**src/adcsq_pkg.sv**
```systemverilog
// package of constants and types for the converter sequencer
package adcsq_pkg;
    localparam int RES_BITS_DEF     = 10;
    localparam int CYC_PER_BIT_DEF  = 4;
    localparam int INSTR_CYC_DEF    = 4;
    localparam int ACQ_CYC_DEF      = 2;
    localparam logic [15:0] RESULT_RESET = 16'h0000;
    localparam int RESULT_HIGH_LSB  = 8;
    typedef enum logic [2:0] {
        ADCSQ_OFF,
        ADCSQ_IDLE,
        ADCSQ_DELAY,
        ADCSQ_ACQ,
        ADCSQ_CONV
    } adcsq_state_t;
endpackage

```
**src/adcsq_approx.sv**
```systemverilog
// successive approximation register with partial-result fill
`timescale 1ns/100ps
`default_nettype none
module adcsq_approx #(
    parameter int RES_BITS = 10
) (
    input  wire logic                clock,
    input  wire logic                rst,
    input  wire logic                start,
    input  wire logic                step,
    input  wire logic                compare_high,
    output logic [RES_BITS-1:0]      trial,
    output logic [RES_BITS-1:0]      partial,
    output logic                     last_bit
);
    typedef struct packed {
        logic [RES_BITS-1:0] code;
        logic [RES_BITS-1:0] mask;
    } adcsq_sar_t;

    adcsq_sar_t s_r;
    adcsq_sar_t s_nxt;

    always_comb begin
        s_nxt = s_r;
        if (start) begin
            s_nxt.code = '0;
            s_nxt.mask = {1'b1, {(RES_BITS-1){1'b0}}};
        end else if (step && s_r.mask != '0) begin
            if (compare_high) begin
                s_nxt.code = s_r.code | s_r.mask;
            end
            s_nxt.mask = s_r.mask >> 1;
        end
    end

    always_ff @(posedge clock or posedge rst) begin
        if (rst) begin
            s_r <= '0;
        end else begin
            s_r <= s_nxt;
        end
    end

    // bits not yet decided copy the last decided bit
    always_comb begin
        logic fill;
        logic seen;
        fill = 1'b0;
        seen = 1'b0;
        partial = '0;
        for (int i = RES_BITS - 1; i >= 0; i--) begin
            if (s_r.mask[i]) begin
                seen = 1'b1;
            end
            if (seen) begin
                partial[i] = fill;
            end else begin
                partial[i] = s_r.code[i];
                fill = s_r.code[i];
            end
        end
    end

    assign trial    = s_r.code | s_r.mask;
    assign last_bit = s_r.mask[0];
endmodule
`default_nettype wire

```
**src/adcsq_sequencer.sv**
```systemverilog
// converter sequencer: start, finish, abort, sleep and trigger handling
`timescale 1ns/100ps
`default_nettype none
module adcsq_sequencer
    import adcsq_pkg::*;
#(
    parameter int RES_BITS    = adcsq_pkg::RES_BITS_DEF,
    parameter int CYC_PER_BIT = adcsq_pkg::CYC_PER_BIT_DEF,
    parameter int INSTR_CYC   = adcsq_pkg::INSTR_CYC_DEF,
    parameter int ACQ_CYC     = adcsq_pkg::ACQ_CYC_DEF
) (
    input  wire logic                clock,
    input  wire logic                rst,
    input  wire logic                converter_on_wr,
    input  wire logic                converter_on_in,
    input  wire logic                go_set,
    input  wire logic                go_clear,
    input  wire logic                done_flag_clear,
    input  wire logic                dedicated_rc_clock,
    input  wire logic                interrupt_enable,
    input  wire logic                sleep,
    input  wire logic                trigger_compare_unit,
    input  wire logic                compare_high,
    output logic                     converter_on,
    output logic                     go_done,
    output logic                     conversion_done_flag,
    output logic                     module_active,
    output logic                     sample_enable,
    output logic [RES_BITS-1:0]      dac_code,
    output logic [7:0]               result_high,
    output logic [7:0]               result_low,
    output logic                     wake_request,
    output logic                     trigger_timer_clear
);
    import adcsq_pkg::*;

    // bit period of one cycle would compare against a stale dac code;
    // every count must fit the 8-bit cycle counter
    if (RES_BITS < 2 || RES_BITS > 16 || CYC_PER_BIT < 2
        || CYC_PER_BIT > 256 || INSTR_CYC < 1 || INSTR_CYC > 255
        || ACQ_CYC < 1 || ACQ_CYC > 256) begin
        $error("adcsq_sequencer: unsupported parameter values");
    end

    localparam int CW = 8;

    typedef struct packed {
        adcsq_state_t    st;
        logic            on;
        logic            go;
        logic            flag;
        logic            active;
        logic            sample;
        logic [CW-1:0]   cnt;
        logic [15:0]     result;
        logic            wake;
        logic            tclr;
        logic [RES_BITS-1:0] dac;
    } adcsq_regs_t;

    adcsq_regs_t r_r;
    adcsq_regs_t r_nxt;

    logic                sar_start;
    logic                sar_step;
    logic [RES_BITS-1:0] sar_trial;
    logic [RES_BITS-1:0] sar_partial;
    logic                sar_last;

    function automatic logic [15:0] place(input logic [RES_BITS-1:0] v);
        place = 16'(v);
    endfunction

    // -------------------------------------------------------------
    // next state
    // -------------------------------------------------------------
    always_comb begin
        logic go_req;
        logic stop;
        go_req    = 1'b0;
        stop      = 1'b0;
        r_nxt     = r_r;
        sar_start = 1'b0;
        sar_step  = 1'b0;
        r_nxt.wake = 1'b0;
        r_nxt.tclr = 1'b0;
        if (converter_on_wr) begin
            r_nxt.on = converter_on_in;
        end
        if (done_flag_clear) begin
            r_nxt.flag = 1'b0;
        end
        if (trigger_compare_unit) begin
            r_nxt.tclr = 1'b1;
        end
        // a set uses the enable already held, never the one written now
        go_req = (go_set || trigger_compare_unit) && r_r.on;
        if (go_req) begin
            r_nxt.go = 1'b1;
        end else if (go_clear) begin
            r_nxt.go = 1'b0;
        end
        stop = go_clear && !go_req;
        case (r_r.st)
            ADCSQ_OFF: begin
                r_nxt.active = 1'b0;
                if (r_r.on && !sleep) begin
                    r_nxt.st     = ADCSQ_IDLE;
                    r_nxt.active = 1'b1;
                end
            end
            ADCSQ_IDLE: begin
                // a go taken while the module powered up starts here
                if (go_req || (r_r.go && !go_clear)) begin
                    r_nxt.cnt = dedicated_rc_clock ? CW'(INSTR_CYC)
                                                   : CW'(0);
                    r_nxt.st  = ADCSQ_DELAY;
                end
            end
            ADCSQ_DELAY: begin
                if (r_r.cnt != '0) begin
                    r_nxt.cnt = r_r.cnt - CW'(1);
                end else begin
                    r_nxt.st     = ADCSQ_ACQ;
                    r_nxt.sample = 1'b1;
                    r_nxt.cnt    = CW'(ACQ_CYC - 1);
                end
                if (stop) begin
                    r_nxt.st     = ADCSQ_IDLE;
                    r_nxt.sample = 1'b0;
                end
            end
            ADCSQ_ACQ: begin
                if (r_r.cnt != '0) begin
                    r_nxt.cnt = r_r.cnt - CW'(1);
                end else begin
                    r_nxt.sample = 1'b0;
                    r_nxt.st     = ADCSQ_CONV;
                    r_nxt.cnt    = CW'(CYC_PER_BIT - 1);
                    sar_start    = 1'b1;
                end
                if (stop) begin
                    r_nxt.st     = ADCSQ_IDLE;
                    r_nxt.sample = 1'b0;
                end
            end
            ADCSQ_CONV: begin
                r_nxt.dac = sar_trial;
                if (stop) begin
                    r_nxt.result = place(sar_partial);
                    r_nxt.st     = ADCSQ_IDLE;
                end else if (r_r.cnt != '0) begin
                    r_nxt.cnt = r_r.cnt - CW'(1);
                end else begin
                    sar_step  = 1'b1;
                    r_nxt.cnt = CW'(CYC_PER_BIT - 1);
                    if (sar_last) begin
                        r_nxt.result = place(sar_trial & ({RES_BITS{1'b1}}
                            ^ (compare_high ? '0 : RES_BITS'(1))));
                        r_nxt.go   = 1'b0;
                        r_nxt.flag = 1'b1;
                        r_nxt.st   = ADCSQ_IDLE;
                        if (sleep) begin
                            if (interrupt_enable) begin
                                r_nxt.wake = 1'b1;
                            end else begin
                                r_nxt.st = ADCSQ_OFF;
                                r_nxt.active = 1'b0;
                            end
                        end
                    end
                end
            end
            default: r_nxt.st = ADCSQ_OFF;
        endcase
        // sleep without the RC clock kills any conversion
        if (sleep && !dedicated_rc_clock && r_r.st != ADCSQ_OFF) begin
            r_nxt.st     = ADCSQ_OFF;
            r_nxt.active = 1'b0;
            r_nxt.sample = 1'b0;
            r_nxt.go     = 1'b0;
        end
        if (!r_nxt.on) begin
            r_nxt.st     = ADCSQ_OFF;
            r_nxt.active = 1'b0;
            r_nxt.sample = 1'b0;
            r_nxt.go     = 1'b0;
        end
    end

    // -------------------------------------------------------------
    // state register
    // -------------------------------------------------------------
    always_ff @(posedge clock or posedge rst) begin
        if (rst) begin
            r_r        <= '0;
            r_r.st     <= ADCSQ_OFF;
            r_r.result <= RESULT_RESET;
        end else begin
            r_r <= r_nxt;
        end
    end

    adcsq_approx #(
        .RES_BITS (RES_BITS)
    ) u_approx (
        .clock        (clock),
        .rst          (rst),
        .start        (sar_start),
        .step         (sar_step),
        .compare_high (compare_high),
        .trial        (sar_trial),
        .partial      (sar_partial),
        .last_bit     (sar_last)
    );

    assign converter_on         = r_r.on;
    assign go_done              = r_r.go;
    assign conversion_done_flag = r_r.flag;
    assign module_active        = r_r.active;
    assign sample_enable        = r_r.sample;
    assign dac_code             = r_r.dac;
    assign result_high          = r_r.result[RESULT_HIGH_LSB +: 8];
    assign result_low           = r_r.result[7:0];
    assign wake_request         = r_r.wake;
    assign trigger_timer_clear  = r_r.tclr;
endmodule
`default_nettype wire

```
**config.mk**
```make
export PLATFORM = sky130hd
export DESIGN_NAME = adcsq_sequencer
export DESIGN_NICKNAME = d
export VERILOG_FILES = /design/src/adcsq_pkg.sv /design/src/adcsq_approx.sv /design/src/adcsq_sequencer.sv
export SDC_FILE = /design/constraint.sdc
export NUM_CORES = 1
export LEC_CHECK = 0
export ABC_AREA = 1
export BUFFER_PORTS_ARGS = -buffer_cell sky130_fd_sc_hd__buf_2
export CAP_MARGIN = 25
export CORE_MARGIN = 2
export CORE_UTILIZATION = 45
export DETAILED_ROUTE_END_ITERATION = 8
export PLACE_DENSITY = 0.75
export SLEW_MARGIN = 20
export SYNTH_ARGS = -nofsm -noshare
export SYNTH_HDL_FRONTEND = slang
export SYNTH_HIERARCHICAL = 1
export SYNTH_SLANG_ARGS = --single-unit
```
**constraint.sdc**
```tcl
create_clock -name clock -period 3 [get_ports clock]
set_clock_uncertainty 0.15 [all_clocks]
set_input_delay 0.6 -clock clock [delete_from_list [all_inputs] [get_ports clock]]
set_output_delay 0.6 -clock clock [all_outputs]
set_load 0.05 [all_outputs]
```
==> flow_summary.json <==
{
  "switching_share_pct": 47.24,
  "die_w_um": 92.96,
  "clkLatencyLatePin_ns": 0.35,
  "regToRegEndpoint": "u_approx/s_r[4]",
  "rsz0062_at_grt": "no",
  "postCtsSetupBuffers": 0,
  "synth_top_cell_by_area": "dfrtp_1",
  "max-cap-violations": 0,
  "p_per_area_nw_per_um2": 1025,
  "n_antenna_cell": 0,
  "synth_area_per_cell_um2": 7.403,
  "cts_resized": 0,
  "hp-class": "in -> async",
  "synth-seq-cells": 58,
  "die_area_um2": 8641,
  "grt_pass1_wl_mm": 13.54,
  "required_ns": 3.12,
  "p_comb_share_pct": 48.2,
  "area_growth_pct": 8.573,
  "nets": 516,
  "switchingPower_uw": 1873,
  "fmax_ghz": 0.4634,
  "start_kind": "register",
  "synth-main-ff-cell": "dfrtp_1",
  "utilization_pct": 50.29,
  "pwr-share-seq_pct": 31.5,
  "drive_gt1_share_pct": 21.30,
  "irDropWorstVdd_v": 0.0003162,
  "cts_sinks": 58,
  "intPower_uw": 2091,
  "grt_max_degree": 39,
  "pwr-share-clk_pct": 20.2,
  "cts_tree": "yes",
  "outcome": "completed",
  "netlist_area_um2": 3561,
  "drc": 0,
  "first_pass_iters": 4,
  "ios": 45,
  "synth_edf_count": 0,
  "die_h_um": 92.96,
  "fin_setup_tns_ns": 0,
  "num_vias": 3063,
  "finalWeightedCongestion": 0.9060,
  "crit_path_max_fanout": 18,
  "worstSetupEndpointType": "register",
  "whs_ns": 0.2393,
  "timing.final.hold_violations": 0,
  "slew_violations": 0,
  "initial_core_util_pct": 46.32,
  "crit_arrival_ns": 2.28,
  "setup_violations": 0,
  "fin_crit_ns": 2.158,
  "postSynthCellCount": 481,
  "core_area_um2": 7687,
  "row_count": 32,
  "p_leak_uw": 0.002156,
  "synth_cell_types": 33,
  "cts_buffer_depth": 2,
  "numPortBuffers": 38,
  "wire_per_inst_um": 12.96,
  "detail-route-antenna-nets": 0,
  "clockRootBuffer": "clkbuf_8",
  "r2r_setup_slack_ns": 0.84,
  "grt_usage_pct": 20.06,
  "final_min_period_over_clock_period_pct": 71.93,
  "drt_iter0_markers": 158,
  "htreeDepth": 3,
  "place_hpwl_mm": 5.763,
  "antenna_found_initial": 0,
  "critPathKind": "reg -> reg",
  "detail_route.wirelength_mm": 7.893,
  "grt_overflow": 0,
  "synth_async_sr_flop_share_pct": 100.0,
  "reg2reg_from": "r_r[41]",
  "power_uw": 3964,
  "synth_most_common_cell": "nand2_1",
  "numCtsBuffers": 9,
  "worstMarginPinSlew_ns": 0.7560,
  "cts_hold_buf": 0,
  "ys_seq_area_share_pct": 40.76,
  "yosysTopAreaCellShare_pct": 40.76,
  "via_per_inst": 5.030,
  "grt_pass1_vias": 3001,
  "slew_headroom_pct": 49.55,
  "synth_area_leaders": "dfrtp_1 (41%), nand2_1 (16%), inv_1 (6.3%)",
  "synth_top_cells_by_count": "nand2_1 (151), inv_1 (60), dfrtp_1 (58)",
  "r2r_cells": 10,
  "path_clk_slew_ns": 0.07,
  "fillerInstances": 761,
  "yosysWarnings": 6
}
==> cells by family (layout without fill, tap and decap cells) <==
kind of cell	Yosys count	count (layout)	share of synthesized area, %
AND/OR/NAND/NOR	254	254	32.54
buffers and inverters	104	125	14.90
AO/OA/AOI/OAI	60	60	10.51
flip-flops	58	58	40.76
adder cells (fa/ha/maj)	2	2	0.7026
XOR/XNOR	2	2	0.4920
other	1	6	0.1053
==> worst max-delay path, stage by stage (launching register included) <==
cell and delay (ns):
dfrtp_1 0.43, inv_2 0.15, nand2_4 0.08, nor2_8 0.22, nand2_1 0.13, nor2_1 0.15, inv_1 0.07, nor2_2 0.20
buf_4 0.31, nand2_1 0.11, o21ai_2 0.08
==> sequential cells by signal, indices dropped and copies added, names as in the netlist <==
| register | flops |
|---|---|
| u_approx/s_r | 19 |
| module_active | 1 |
| go_done | 1 |
| r_r | 11 |
| u_approx/last_bit | 1 |
| wake_request | 1 |
| sample_enable | 1 |
| dac_code | 10 |
| result_high | 2 |
| conversion_done_flag | 1 |
| converter_on | 1 |
| result_low | 8 |
| trigger_timer_clear | 1 |
==> layer usage <==
metal  up-vias  part of all wire (%)  GRT usage, %
met2       102                    50         34.66
met1      1437                    42         23.78
li1       1509                     -             -
met3        15                   5.8         4.068
met4         0                   1.9         9.559
met5         -                     0             0
==> per-stage QoR <==
stage	cells	setup WS [ns]	cell area [um^2]
2_1_floorplan	486	0.9731	3580
3_3_place_gp	593	0.8533	3647
3_5_place_dp	593	0.7826	3647
4_1_cts	609	0.8665	3866
5_1_grt	609	0.6643	3866
6_report	609	0.8420	3866
==> how the worst max path moves through the flow <==
stage	from	end	slack (ns)	cells past startpoint
5_1_grt	r_r[41]	u_approx/s_r[4]	0.66	10
3_5_place_dp	trigger_compare_unit	u_approx/s_r[3]	0.78	10
3_3_place_gp	trigger_compare_unit	u_approx/s_r[19]	0.85	10
4_1_cts	r_r[41]	u_approx/s_r[4]	0.87	10
6_report	r_r[41]	u_approx/s_r[4]	0.84	10
2_1_floorplan	r_r[28]	u_approx/s_r[19]	0.97	11
==> cell usage in the layout (no fill, tap or decap), types with 2 or more instances in the layout <==
master     instances
buf_4              3
nand4_1            4
o21ai_0           15
o21ai_2           11
ha_1               2
nand2_2           10
nand3_1           25
nand3_2            2
dfrtp_1           58
nor3_1             3
o21ai_1           10
nor2_4             4
nor2_2             7
o22ai_1            8
nand2_1          151
buf_2             38
nand2_4            5
clkinv_2           2
bufinv_16          2
inv_2              7
clkbuf_8          10
nor2_1            35
and2_1             5
inv_1             60
a21oi_1           14
conb_1             6
o21ai_4            2
==> power groups by stage <==
stage / registers, uW / logic (uW) / clock network [uW]
6_report: 1250 / 1910 / 802
3_3_place_gp: 1250 / 1860 / 0
3_5_place_dp: 1260 / 1900 / 0
2_1_floorplan: 1240 / 1660 / 0
5_1_grt: 1290 / 2120 / 857
4_1_cts: 1250 / 1920 / 817
==> area by class of cell <==
type	instances	area (um^2)	area share, %
Clock buffer	11	141.4	3.657
Clock inverter	5	77.57	2.006
Inverter	68	257.7	6.667
Multi-Input combinational cell	324	1598	41.33
Sequential cell	58	1451	37.54
Tap cell	102	127.6	3.301
Timing Repair Buffer	41	212.7	5.502
No activity file was read; power rests on OpenSTA's default activity.
